$ cat src/inc/pax_defines.vh
// constants for the autoneg expansion / mirror / interrupt register block
`ifndef PAX_DEFINES_VH
`define PAX_DEFINES_VH

// =====================================================================
// register addresses on the management port
`define PAX_REG_CTRL_STAT 5'h01
`define PAX_REG_EXPANSION 5'h06
`define PAX_REG_MIRROR 5'h10
`define PAX_REG_INT_LINK 5'h11
`define PAX_REG_INT_STAT 5'h12

// =====================================================================
// field positions
`define PAX_EXP_LP_AN_ABLE 0
`define PAX_EXP_PAGE_RCVD 1
`define PAX_EXP_NP_ABLE 2
`define PAX_EXP_LP_NP_ABLE 3
`define PAX_EXP_PAR_FAULT 4
`define PAX_CTL_TEST_INT 0
`define PAX_CTL_INT_EN 1
`define PAX_CTL_LINK_RULE 2
`define PAX_CTL_DRIVE_LVL 3
`define PAX_INT_STAT_PEND 15

// =====================================================================
// reset values
`define PAX_MIRROR_RST 16'h0000
`define PAX_CTL_RST 4'h0

// =====================================================================
// management frame figures
`define PAX_OP_READ 2'h2
`define PAX_OP_WRITE 2'h1
`define PAX_PREAMBLE_BITS 6'h20
`define PAX_HDR_LAST 4'hB
`define PAX_DATA_BITS 5'h10
`define PAX_SAME_WORDS 2'h3

// =====================================================================
// timing, in cycles of the 50 MHz device clock
// lock loss: 1 ms; data line interrupt pulse: 320 ns
`define PAX_LOCK_LOSS_CYC 17'h0C350
`define PAX_MDIO_PULSE_CYC 5'h10

`endif

$ cat src/rtl/pax_regs.v
// management register block: autoneg expansion, mirror, interrupt control
`timescale 1ns/1ps
`include "pax_defines.vh"

module pax_regs #(
    parameter [4:0] PHY_ADDR = 5'h00,
    parameter [16:0] LOCK_LOSS_CYCLES = `PAX_LOCK_LOSS_CYC
) (
    input wire CLOCK_I,
    input wire RST_N_I,
    input wire MDC_I,
    input wire MDIO_I,
    output reg MDIO_O,
    output reg MDIO_OE_O,
    input wire PAR_DET_FAULT_I,
    input wire LP_NEXT_PAGE_ABLE_I,
    input wire LP_AUTONEG_ABLE_I,
    input wire CODE_WORD_VALID_I,
    input wire [15:0] CODE_WORD_I,
    input wire SCRAMBLER_LOCKED_I,
    input wire SER_LINK_OK_I,
    input wire MDIO_INT_ENABLE_I,
    output reg MANAGEMENT_INTERRUPT_OUT_N_O,
    output reg INTERRUPT_PENDING_FLAG_O,
    output reg OUTPUT_DRIVE_STRENGTH_SELECT_O,
    output reg LINK_UP_O
);

    localparam [4:0] ST_IDLE = 5'h01;
    localparam [4:0] ST_HDR = 5'h02;
    localparam [4:0] ST_TA = 5'h04;
    localparam [4:0] ST_RD = 5'h08;
    localparam [4:0] ST_WR = 5'h10;
    localparam [4:0] PULSE_CYC = `PAX_MDIO_PULSE_CYC;

    // =================================================================
    // read data for an address, zero where nothing is mapped
    function [15:0] read_word;
        input [4:0] addr;
        input [1:0] lh_bits;
        input lp_np;
        input lp_an;
        input [15:0] mirror;
        input [3:0] ctl;
        input pend;
        begin
            read_word = 16'h0000;
            case (addr)
                `PAX_REG_EXPANSION: begin
                    read_word[`PAX_EXP_PAR_FAULT] = lh_bits[1];
                    read_word[`PAX_EXP_LP_NP_ABLE] = lp_np;
                    read_word[`PAX_EXP_PAGE_RCVD] = lh_bits[0];
                    read_word[`PAX_EXP_LP_AN_ABLE] = lp_an;
                end
                `PAX_REG_MIRROR: read_word = mirror;
                `PAX_REG_INT_LINK: read_word[3:0] = ctl;
                `PAX_REG_INT_STAT: read_word[`PAX_INT_STAT_PEND] = pend;
                default: read_word = 16'h0000;
            endcase
        end
    endfunction

    reg mdc_s1_reg;
    reg mdc_s2_reg;
    reg mdc_d_reg;
    reg mdio_s1_reg;
    reg mdio_s2_reg;
    reg [4:0] state_reg;
    reg [5:0] pre_cnt_reg;
    reg start_ok_reg;
    reg [4:0] bit_cnt_reg;
    reg [11:0] hdr_reg;
    reg rd_op_reg;
    reg [4:0] addr_reg;
    reg [15:0] shift_reg;
    reg [15:0] mirror_reg;
    reg [3:0] ctl_reg;
    reg fault_lh_reg;
    reg page_lh_reg;
    reg read_one_armed_reg;
    reg [15:0] last_word_reg;
    reg [1:0] same_cnt_reg;
    reg [16:0] lock_timer_reg;
    reg int_active_d_reg;
    reg [4:0] pulse_cnt_reg;

    wire mdc_rise = mdc_s2_reg & ~mdc_d_reg;
    wire bit_in = mdio_s2_reg;
    wire [11:0] hdr_full = {hdr_reg[10:0], bit_in};
    wire hdr_done = (state_reg == ST_HDR) && mdc_rise
        && (bit_cnt_reg[3:0] == `PAX_HDR_LAST);
    wire hdr_match = hdr_full[9:5] == PHY_ADDR;
    wire hdr_read = hdr_done && hdr_match
        && (hdr_full[11:10] == `PAX_OP_READ);
    wire hdr_write = hdr_done && hdr_match
        && (hdr_full[11:10] == `PAX_OP_WRITE);
    wire wr_done = (state_reg == ST_WR) && mdc_rise
        && (bit_cnt_reg == `PAX_DATA_BITS - 5'h01);
    wire [4:0] rd_addr = hdr_full[4:0];
    wire rd_exp = hdr_read && (rd_addr == `PAX_REG_EXPANSION);
    wire int_en = ctl_reg[`PAX_CTL_INT_EN];
    // the force bit only counts under the master enable
    wire int_active = int_en & ctl_reg[`PAX_CTL_TEST_INT];
    wire page_event = CODE_WORD_VALID_I && (CODE_WORD_I == last_word_reg)
        && (same_cnt_reg == `PAX_SAME_WORDS - 2'h1);
    wire lock_lost = lock_timer_reg >= LOCK_LOSS_CYCLES;

    // =================================================================
    // pin synchronisers, two flops each before any logic looks
    always @(posedge CLOCK_I or negedge RST_N_I) begin
        if (!RST_N_I) begin
            mdc_s1_reg <= 1'b0;
            mdc_s2_reg <= 1'b0;
            mdc_d_reg <= 1'b0;
            mdio_s1_reg <= 1'b1;
            mdio_s2_reg <= 1'b1;
        end else begin
            mdc_s1_reg <= MDC_I;
            mdc_s2_reg <= mdc_s1_reg;
            mdc_d_reg <= mdc_s2_reg;
            mdio_s1_reg <= MDIO_I;
            mdio_s2_reg <= mdio_s1_reg;
        end
    end

    // =================================================================
    // management frame engine, one step per mdc rising edge
    always @(posedge CLOCK_I or negedge RST_N_I) begin
        if (!RST_N_I) begin
            state_reg <= ST_IDLE;
            pre_cnt_reg <= 6'h00;
            start_ok_reg <= 1'b0;
            bit_cnt_reg <= 5'h00;
            hdr_reg <= 12'h000;
            rd_op_reg <= 1'b0;
            addr_reg <= 5'h00;
            shift_reg <= 16'h0000;
            MDIO_O <= 1'b1;
            MDIO_OE_O <= 1'b0;
            pulse_cnt_reg <= 5'h00;
            int_active_d_reg <= 1'b0;
        end else begin
            int_active_d_reg <= int_active;
            // interrupt pulse on an idle line, on a fresh interrupt
            if (state_reg == ST_IDLE && pre_cnt_reg == 6'h00
                && int_active && !int_active_d_reg
                && MDIO_INT_ENABLE_I) begin
                pulse_cnt_reg <= PULSE_CYC;
                MDIO_O <= 1'b0;
                MDIO_OE_O <= 1'b1;
            end else if (pulse_cnt_reg != 5'h00) begin
                pulse_cnt_reg <= pulse_cnt_reg - 5'h01;
                if (pulse_cnt_reg == 5'h01) begin
                    MDIO_OE_O <= 1'b0;
                    MDIO_O <= 1'b1;
                end
            end
            if (mdc_rise) begin
                case (state_reg)
                    ST_IDLE: begin
                        if (start_ok_reg) begin
                            start_ok_reg <= 1'b0;
                            pre_cnt_reg <= 6'h00;
                            bit_cnt_reg <= 5'h00;
                            if (bit_in) begin
                                state_reg <= ST_HDR;
                            end
                        end else if (bit_in) begin
                            if (pre_cnt_reg != `PAX_PREAMBLE_BITS) begin
                                pre_cnt_reg <= pre_cnt_reg + 6'h01;
                            end
                        end else begin
                            // a zero after a full preamble opens start
                            start_ok_reg <=
                                pre_cnt_reg == `PAX_PREAMBLE_BITS;
                            pre_cnt_reg <= 6'h00;
                        end
                    end
                    ST_HDR: begin
                        hdr_reg <= hdr_full;
                        bit_cnt_reg <= bit_cnt_reg + 5'h01;
                        if (hdr_done) begin
                            bit_cnt_reg <= 5'h00;
                            addr_reg <= rd_addr;
                            rd_op_reg <= hdr_read;
                            // sample the word as it stands when addressed
                            shift_reg <= read_word(rd_addr,
                                {fault_lh_reg, page_lh_reg},
                                LP_NEXT_PAGE_ABLE_I, LP_AUTONEG_ABLE_I,
                                mirror_reg, ctl_reg,
                                INTERRUPT_PENDING_FLAG_O);
                            state_reg <= (hdr_read | hdr_write) ?
                                ST_TA : ST_IDLE;
                        end
                    end
                    ST_TA: begin
                        // first turnaround bit passed; drive the zero
                        if (rd_op_reg) begin
                            pulse_cnt_reg <= 5'h00;
                            MDIO_O <= 1'b0;
                            MDIO_OE_O <= 1'b1;
                            state_reg <= ST_RD;
                        end else begin
                            state_reg <= ST_WR;
                            bit_cnt_reg <= 5'h1F;
                        end
                    end
                    ST_RD: begin
                        if (bit_cnt_reg == `PAX_DATA_BITS) begin
                            MDIO_OE_O <= 1'b0;
                            MDIO_O <= 1'b1;
                            state_reg <= ST_IDLE;
                        end else begin
                            MDIO_O <= shift_reg[15];
                            shift_reg <= {shift_reg[14:0], 1'b0};
                            bit_cnt_reg <= bit_cnt_reg + 5'h01;
                        end
                    end
                    ST_WR: begin
                        // count starts at all ones to skip turnaround
                        bit_cnt_reg <= bit_cnt_reg + 5'h01;
                        if (bit_cnt_reg != 5'h1F) begin
                            shift_reg <= {shift_reg[14:0], bit_in};
                        end
                        if (wr_done) begin
                            state_reg <= ST_IDLE;
                        end
                    end
                    default: state_reg <= ST_IDLE;
                endcase
            end
        end
    end

    // =================================================================
    // writable registers; upper bits of 17 are not stored
    always @(posedge CLOCK_I or negedge RST_N_I) begin
        if (!RST_N_I) begin
            mirror_reg <= `PAX_MIRROR_RST;
            ctl_reg <= `PAX_CTL_RST;
        end else if (wr_done) begin
            if (addr_reg == `PAX_REG_MIRROR) begin
                mirror_reg <= {shift_reg[14:0], bit_in};
            end
            if (addr_reg == `PAX_REG_INT_LINK) begin
                ctl_reg <= {shift_reg[2:0], bit_in};
            end
        end
    end

    // =================================================================
    // latched status; an event in the read cycle survives the clear
    always @(posedge CLOCK_I or negedge RST_N_I) begin
        if (!RST_N_I) begin
            fault_lh_reg <= 1'b0;
            page_lh_reg <= 1'b0;
            last_word_reg <= 16'h0000;
            same_cnt_reg <= 2'h0;
        end else begin
            fault_lh_reg <= PAR_DET_FAULT_I
                | (fault_lh_reg & ~rd_exp);
            page_lh_reg <= page_event | (page_lh_reg & ~rd_exp);
            if (CODE_WORD_VALID_I) begin
                last_word_reg <= CODE_WORD_I;
                if (CODE_WORD_I != last_word_reg) begin
                    same_cnt_reg <= 2'h1;
                end else if (same_cnt_reg != `PAX_SAME_WORDS) begin
                    same_cnt_reg <= same_cnt_reg + 2'h1;
                end
            end
        end
    end

    // =================================================================
    // interrupt pin follows the interrupt; pending flag cleared by read 1 then read 18
    always @(posedge CLOCK_I or negedge RST_N_I) begin
        if (!RST_N_I) begin
            read_one_armed_reg <= 1'b0;
            INTERRUPT_PENDING_FLAG_O <= 1'b0;
            MANAGEMENT_INTERRUPT_OUT_N_O <= 1'b1;
        end else begin
            MANAGEMENT_INTERRUPT_OUT_N_O <= ~int_active;
            if (hdr_read) begin
                read_one_armed_reg <= rd_addr == `PAX_REG_CTRL_STAT;
            end
            // set wins over the clear
            if (int_active) begin
                INTERRUPT_PENDING_FLAG_O <= 1'b1;
            end else if (hdr_read && read_one_armed_reg
                && rd_addr == `PAX_REG_INT_STAT) begin
                INTERRUPT_PENDING_FLAG_O <= 1'b0;
            end
        end
    end

    // =================================================================
    // drive strength and link decision
    always @(posedge CLOCK_I or negedge RST_N_I) begin
        if (!RST_N_I) begin
            OUTPUT_DRIVE_STRENGTH_SELECT_O <= 1'b0;
            lock_timer_reg <= 17'h00000;
            LINK_UP_O <= 1'b0;
        end else begin
            OUTPUT_DRIVE_STRENGTH_SELECT_O <=
                ctl_reg[`PAX_CTL_DRIVE_LVL];
            if (SCRAMBLER_LOCKED_I) begin
                lock_timer_reg <= 17'h00000;
            end else if (!lock_lost) begin
                lock_timer_reg <= lock_timer_reg + 17'h00001;
            end
            if (ctl_reg[`PAX_CTL_LINK_RULE]) begin
                // enhanced: up from error rate, down from lock loss
                if (lock_lost) begin
                    LINK_UP_O <= 1'b0;
                end else if (SER_LINK_OK_I) begin
                    LINK_UP_O <= 1'b1;
                end
            end else begin
                LINK_UP_O <= SER_LINK_OK_I;
            end
        end
    end

endmodule // pax_regs

$ cat config.mk
export PLATFORM = sky130hd
export DESIGN_NAME = pax_regs
export DESIGN_NICKNAME = d
export VERILOG_FILES = /design/src/rtl/pax_regs.v
export VERILOG_INCLUDE_DIRS = /design/src /design/src/inc
export SDC_FILE = /design/constraint.sdc
export NUM_CORES = 1
export LEC_CHECK = 0
export BUFFER_PORTS_ARGS = -buffer_cell sky130_fd_sc_hd__buf_4
export CAP_MARGIN = 25
export CORE_AREA = 2 2 127 129
export CTS_CLUSTER_DIAMETER = 150
export DETAILED_ROUTE_END_ITERATION = 7
export DIE_AREA = 0 0 129 131
export GPL_TIMING_DRIVEN = 1
export SETUP_SLACK_MARGIN = 0.05
export SLEW_MARGIN = 10
export SYNTH_ARGS = -nofsm -noshare
export SYNTH_HDL_FRONTEND = slang
export SYNTH_SLANG_ARGS = --single-unit
$ cat constraint.sdc
create_clock -name CLOCK_I -period 2.2 [get_ports CLOCK_I]
set_input_delay 0.44 -clock CLOCK_I [delete_from_list [all_inputs] [get_ports CLOCK_I]]
set_output_delay 0.44 -clock CLOCK_I [all_outputs]
set_load 0.005 [all_outputs]
# Word level (Yosys, flattened, before mapping)
# Cells that the tools add are included.
[classes]
n_addsub = 5
multipliers = 0
div_mod_pow = 0
n_lt_le_gt_ge = 1
n_eq_ne = 36
shifts = 0
n_mux = 56
n_bitwise = 10
n_reduce_logical = 34
[op_table]
columns = ["operator", "count"]
rows = [
  ["$mux 5", 15],
  ["$pmux 5 s5", 2],
  ["$mux 16", 3],
  ["$pmux 16 s3", 1],
  ["$eq 5x5->1 const B", 7],
  ["$mux 17", 2],
  ["$mux 1", 19],
  ["$mux 6", 3],
  ["$ne 2x2->1 const B", 9],
  ["$add 17x1->17 const B", 1],
  ["$ge 17x16->1 const B", 1],
  ["$eq 16x16->1", 1],
  ["$logic_and 1x1->1", 16],
  ["$ne 16x16->1", 1],
  ["$eq 5x1->1 const B", 3],
  ["$eq 5x3->1 const B", 2],
  ["$eq 5x4->1 const B", 2],
  ["$mux 10", 1],
  ["$pmux 1 s2", 5],
  ["$reduce_and 2->1", 5],
  ["$reduce_and 5->1", 2],
  ["$reduce_bool 5->1", 2],
  ["$add 6x1->6 const B", 1],
  ["$eq 6x6->1 const B", 1],
  ["26 further kinds", 37],
]
[totals]
register_bits = 125
latch_bits = 0
ramBits = 0
mem_bits_ro = 0
input_bits = 27
output_inout_bits = 6
n_memories = 0

# Logic depth before layout (Yosys ltp)
# Gate-level depths: netlist (run 1).
[depth]
depth_word = 10
depth_mapped = 8
ltp_nobuf = 7

# Worst setup path before layout (run 1)
# OpenSTA, ideal clock, no wires.
[synth_path]
path_kind = "reg2reg"
start = "reg bit_cnt_reg[0]"
end = "reg bit_cnt_reg[3]"
t_arrival_ns = 1.884
required_time_ns = 2.074
slack_ns = 0.190
stages_incl_launch_ff = 8
period_less_slack_ns = 2.010
path_cell_list = "dfrtp_1 inv_1 ha_1 nor4bb_1 a31oi_1 o211ai_1 inv_1 a221o_1"
[synth_via]
elab_chain_len = 4
word_cells_on_any_way = 9
[synth_lines]
columns = ["element", "line_no", "rtl"]
rows = [
  ["from (decl)", "pax_regs.v:71", "reg [4:0] bit_cnt_reg;"],
  ["from (signal assigned)", "pax_regs.v:181", "bit_cnt_reg <= bit_cnt_reg + 5'h01;"],
  ["from (signal assigned)", "pax_regs.v:216", "bit_cnt_reg <= bit_cnt_reg + 5'h01;"],
  ["from (signal assigned)", "pax_regs.v:221", "bit_cnt_reg <= bit_cnt_reg + 5'h01;"],
  ["branches (longest 4 deep; another with $add 5x1->5)", "-", ""],
]
# Several ways; the timed one is not identified. The select of a mux whose other input is x is not followed.
# A chain may end at the register's enable or synchronous reset.

# Worst setup path in the final report (run 1)
[layout_path]
start = "reg state_reg[4]"
end = "reg mirror_reg[7]"
[layout_via]
elab_chain_len = 4
[layout_lines]
columns = ["element", "line_no", "rtl"]
rows = [
  ["from (decl)", "pax_regs.v:68", "reg [4:0] state_reg;"],
  ["from (signal assigned)", "pax_regs.v:192", "state_reg <= (hdr_read | hdr_write) ?"],
  ["$eq 5x5->1", "pax_regs.v:97", "wire wr_done = (state_reg == ST_WR) && mdc_rise"],
  ["$logic_and 1x1->1 (2 in a row)", "pax_regs.v:97", ""],
  ["$reduce_and 2->1 (no source line)", "-", ""],
  ["to (signal assigned)", "pax_regs.v:239", "mirror_reg <= `PAX_MIRROR_RST;"],
  ["to (signal assigned)", "pax_regs.v:243", "mirror_reg <= {shift_reg[14:0], bit_in};"],
  ["to (decl)", "pax_regs.v:76", "reg [15:0] mirror_reg;"],
]
# No other way between the ends.

==> results of run 1 <==
==> critical path, cell delays in order, from the launching register on <==
cell     delay, ps
dfrtp_1        560
or2b_1         320
nor2_1         200
nand4_1        160
nor2_2         160
buf_12         170
mux2_2         350
==> per-layer routing <==
layer	up-vias	share of wire	wire [um]	global-route usage
met3	16	0.030	389	0.0407
met2	68	0.49	6260	0.266
met4	0	0.017	223	0.0620
met1	2177	0.46	5900	0.202
met5	-	0	0	0
li1	2150	-	-	-
==> synth_stat cells, drive strengths merged (3+ instances only) <==
cell type  number  area share
dfrtp         120        0.49
nand2          54       0.033
mux2           52       0.095
nor2           39       0.024
o21ai          34       0.028
nand3          25       0.020
xnor2          25       0.036
inv            24       0.015
nand4          19       0.019
xor2           15       0.021
a21oi          14       0.011
clkbuf         13      0.0079
ha             13       0.026
nor3           13       0.011
buf            12       0.012
a22oi          10       0.012
and3            6      0.0061
nor2b           6      0.0061
a31oi           5      0.0051
dfstp           5       0.021
nand3b          5      0.0061
nor4            5      0.0075
and2            4      0.0041
nor4b           4      0.0057
a21o            3      0.0039
a22o            3      0.0043
a311oi          3      0.0043
mux2i           3      0.0049
nand2b          3      0.0031
or3             3      0.0039
==> report_power, final <==
part | switching, mW | internal, mW
clock | 1.05 | 1.50
sequential | 0.178 | 2.45
combinational | 0.514 | 0.413
==> layout make-up <==
class                   count  area [sq um]
fillers                  1444          8260
flip-flops and latches    125          3130
multi-input cells         403          2820
repair buffers             58           475
clock buffers              20           457
well taps                 216           270
clock inverters            12          90.1
inverters                  24          90.1
==> cells by family (layout without fill, tap and decap cells) <==
kind of cell | Yosys count | count (layout) | share of synthesized area
simple gates | 201 | 201 | 0.172
flops | 125 | 125 | 0.510
compound gates | 94 | 94 | 0.0999
mux | 55 | 55 | 0.100
buf+inv | 49 | 114 | 0.0344
xor+xnor | 40 | 40 | 0.0570
fa+ha+maj | 13 | 13 | 0.0265
==> worst max-delay path by stage <==
| stage | endpoint | startpoint | cells past startpoint | slack [ps] |
|---|---|---|---|---|
| 2_1_floorplan | bit_cnt_reg[3]$_DFFE_PN0P_ | bit_cnt_reg[0]$_DFFE_PN0P_ | 7 | 190 |
| 3_3_place_gp | shift_reg[10]$_DFFE_PN0P_ | bit_cnt_reg[0]$_DFFE_PN0P_ | 8 | 60 |
| 3_5_place_dp | shift_reg[10]$_DFFE_PN0P_ | bit_cnt_reg[0]$_DFFE_PN0P_ | 8 | 20 |
| 4_1_cts | bit_cnt_reg[2]$_DFFE_PN0P_ | bit_cnt_reg[0]$_DFFE_PN0P_ | 8 | 90 |
| 5_1_grt | mirror_reg[1]$_DFFE_PN0P_ | state_reg[4]$_DFFE_PN0P_ | 6 | 30 |
| 6_report | mirror_reg[7]$_DFFE_PN0P_ | state_reg[4]$_DFFE_PN0P_ | 6 | 160 |
==> repair_timing <==
| action | 4_1_cts | 5_1_grt |
|---|---|---|
| pin swaps | 1 | 1 |
| setup buffers | 1 | 0 |
| hold buffers | 1 | 0 |
| hold endpoints to repair | 26 | 0 |
| setup endpoints to repair | 15 | 31 |
| resized for setup | 0 | 7 |
==> impl_metrics.yaml, run 1 <==
route:
  wl_per_cell_um: 14.9
  finalWirelength_um: 12800
  avgViaCountPerCell: 5.14
  drt_iter0_drc: 202
  drtAntennaViolNets: 0
  drc: 0
  drt_pre_antenna_iters: 4
  via_count: 4411
layout:
  drive_above_1_share: 0.252
  largest_reg_flops: 17
  fin_util: 0.471
  final_cell_mix: "120 x dfrtp_1, 54 x buf_4, 52 x mux2_2, 52 x nand2_1, 37 x nor2_1"
  num_antenna_cells: 0
  final_cells: 858
  nets: 669
  syn_to_final_growth_pct: 19.4
  design_area_sq_mm: 0.00734
  final_common_cell: "dfrtp_1"
timing:
  relSlewSlack: 0.660
  drv_slew: 0
  setup_slack_ps: 158
  setup_viol: 0
  min_period_over_period: 0.928
  fmax_mhz: 490
  rsz0062_at_grt: "yes"
  hold_ws_ps: 127
  tns_ps: 0
  finalHoldViolCount: 0
  fin_skew_ps: 9.29
  tightest_slew_ps: 503
  fin_crit_ps: 2040
setup_path:
  worstSetupEndpointType: "flop"
  r2r_end: "mirror_reg[7]$_DFFE_PN0P_"
  worst_setup_path_start_kind: "flop"
  arrival_ps: 2340
  r2r_slack_ps: 160
  criticalPathCategory: "flop to flop"
  cp_data_required_time_ps: 2500
  ff2ff_path_depth: 6
  r2r_start: "state_reg[4]$_DFFE_PN0P_"
  worstPathMaxFanout: 16
floorplan:
  io-pin-count: 33
  start_util: 0.394
  die_w_um: 129
  coreArea_sq_mm: 0.0156
  std_cell_rows: 46
  dieArea_sq_mm: 0.0169
  die_h_um: 131
global_route:
  overflow: 0
  grt_pass1_vias: 4318
  grt_usage: 0.160
  grt_pass1_wl_um: 21100
  grt_start_max_net_pins: 61
  antenna_found_initial: 0
clocking:
  numCtsBuffers: 17
  htree_levels: 4
  insertion_delay_ps: 420
  cts_root_buffer: "clkbuf_16"
  clk_pin_slew_ps: 60
  cts.path.max_buffers: 2
  cts_tree: "yes"
  cts.sinks: 125
synthesis:
  ys_ff_latch: 125
  syn-mean-instance-area_sq_um: 10.7
  synth-main-ff-cell: "dfrtp_1"
  synth_warnings: 0
  synth_cell_types: 65
  ys_seq_area_frac: 0.510
  synth_edf_count: 0
  synth_nets: 617
  async_reset_ff_frac: 1.00
  syn_inst: 577
  synth_area_sq_mm: 0.00615
placement:
  dp.cells: 824
  port_buffers: 32
  placed_area_sq_mm: 0.00675
  post-place-ws_ps: 18.6
  dp_hpwl_um: 8800
  place_congestion: 0.853
min_path:
  min_path_type: "input port to flop"
  hold_depth: 1
  min_to: "mdc_s1_reg$_DFF_PN0_"
  hp-start: "MDC_I"
pwr:
  vdd_drop_max_uv: 550
  report.power.total_mw: 6.11
  power_density_mw_per_mm2: 832
  leakage_nw: 3.26
status:
  outcome: "complete, no violations"
job:
  drv_cap: 0
Note: power is estimated with default switching activity, not from simulation.
==> run 2: changes to the inputs <==
Settings changed: PLACE_DENSITY set to 0.67.
==> run 2 against run 1 <==
- clock-buffer cell count unchanged
- final cell count decreased by 0.35%
- critical path depth increased by 1
- via count increased by 1.3%
- cell area increased by 0.10%
- core utilization about the same
- sequential cell count unchanged
- combinational power increased by 1%
==> impl_metrics.yaml, run 2 (synthesis gave the netlist of run 1 again) <==
global_route:
  grt_pass1_wl_um: 21900
  overflow: 0
  busiest_layer: "met2"
  antenna_found_initial: 0
  use_met3: 0.0436
  grt_usage: 0.163
  grt_start_max_net_pins: 54
  grtUsageMet1: 0.210
  use_met2: 0.260
  grt_pass1_vias: 4437
layout:
  num_antenna_cells: 0
  fillers: 1399
  final_common_cell: "dfrtp_1"
  syn_to_final_growth_pct: 19.5
  final_cell_mix: "117 x dfrtp_1, 53 x nand2_1, 52 x mux2_2, 50 x buf_4, 37 x nor2_1"
  nets: 666
  drive_above_1_share: 0.257
  fin_util: 0.471
  largest_reg_flops: 17
clocking:
  insertion_delay_ps: 430
  cts.path.max_buffers: 2
  cts.sinks: 125
  clk_pin_slew_ps: 60
  cts_tree: "yes"
  numCtsBuffers: 17
  cts_root_buffer: "clkbuf_16"
  htree_levels: 4
setup_path:
  criticalPathCategory: "flop to flop"
  worst_setup_path_start_kind: "flop"
  critPathBufInv: 1
  cp_data_required_time_ps: 2510
  path_depth: 7
  cpMaxStageDelayCell: "dfrtp_1"
  crit_family: "flip-flops"
  crit_chain: "ha_4, and3_4, ha_1, o32ai_2, nand4b_1, buf_4, mux2_2"
  worstPathMaxFanout: 4
  arrival_ps: 2380
  slowest_delay_ps: 430
  worstSetupEndpointType: "flop"
  ff2ff_path_depth: 7
floorplan:
  io-pin-count: 33
  die_h_um: 131
  coreArea_sq_mm: 0.0156
  dieArea_sq_mm: 0.0169
  die_w_um: 129
  std_cell_rows: 46
  start_util: 0.394
timing:
  fin_skew_ps: 20.0
  min_period_over_period: 0.943
  tns_ps: 0
  finalHoldViolCount: 0
  drv_slew: 0
  fmax_mhz: 482
  tightest_slew_ps: 495
  hold_ws_ps: 120
  relSlewSlack: 0.670
  fin_crit_ps: 2080
  rsz0062_at_grt: "no"
  setup_viol: 0
route:
  avgViaCountPerCell: 5.23
  wl_per_cell_um: 14.8
  via_count: 4468
  finalWirelength_um: 12700
  drtAntennaViolNets: 0
  drt_pre_antenna_iters: 7
  drt_iter0_drc: 288
  drc: 0
min_path:
  hold_depth: 1
  min_path_type: "input port to flop"
job:
  drv_cap: 0
pwr:
  vdd_drop_max_uv: 717
  power_density_mw_per_mm2: 833
  leakage_nw: 3.23
placement:
  dp_hpwl_um: 8860
  port_buffers: 32
  place_congestion: 0.909
status:
  outcome: "complete, no violations"
run 2: report_power, final:
part           switching (mW)  internal (mW)
logic                   0.518          0.419
clock network            1.06           1.50
registers               0.169           2.45
total                    1.75           4.37
run 2: layer usage:
metal | share of wire | wire [um]
met5 | 0 | 0
met4 | 0.019 | 241
met3 | 0.044 | 552
met2 | 0.49 | 6230
met1 | 0.45 | 5640
run 2: area by class of cell:
class                   count  area (sq um)  share of cell area
clock buffers              20           457              0.0621
well taps                 216           270              0.0368
clock inverters            12          88.8              0.0121
repair buffers             55           457              0.0621
inverters                  24          90.1              0.0123
multi-input cells         403          2850               0.388
flip-flops and latches    125          3140               0.427
run 2: stage by stage:
step                cells  area, sq um  setup slack, ps  power, mW
finish                855         7350              125       6.12
floorplan             577         6150              190       3.24
global placement      821         6730              166       3.53
detailed placement    821         6730             39.7       3.56
CTS                   855         7300             55.6       6.16
global route          855         7350             31.8       6.42
run 2: worst paths after layout:
path / from / to / slack, ps
setup / recovery: bit_cnt_reg[1]$_DFFE_PN0P_ / shift_reg[4]$_DFFE_PN0P_ / 120
hold / removal: MDIO_I / mdio_s1_reg$_DFF_PN1_ / 120
setup reg to reg: bit_cnt_reg[1]$_DFFE_PN0P_ / shift_reg[4]$_DFFE_PN0P_ / 120
hold reg to reg: mdc_s1_reg$_DFF_PN0_ / mdc_s2_reg$_DFF_PN0_ / 350
max in group asynchronous: RST_N_I / bit_in$_DFF_PN1_ / 1000
min in group asynchronous: RST_N_I / lock_timer_reg[12]$_DFFE_PN0P_ / 520
run 2: what timing repair did:
action                                  4_1_cts  5_1_grt
pin swaps                                     1        2
buffers inserted                              1        0
hold buffers                                  1        0
endpoints found under the setup margin       12       41
gates resized for setup                       1       12
gates cloned                                  0        0
hold endpoints to repair                     30        0
run 2: worst register-to-register path: cells and delay by family (launching register included):
kind,cells,cell delay [ps]
multiplexers,1,270
flip-flops,1,430
AO/OA/AOI/OAI,1,260
adder cells (fa/ha/maj),2,380
AND/OR/NAND/NOR,2,410
buffers and inverters,1,200
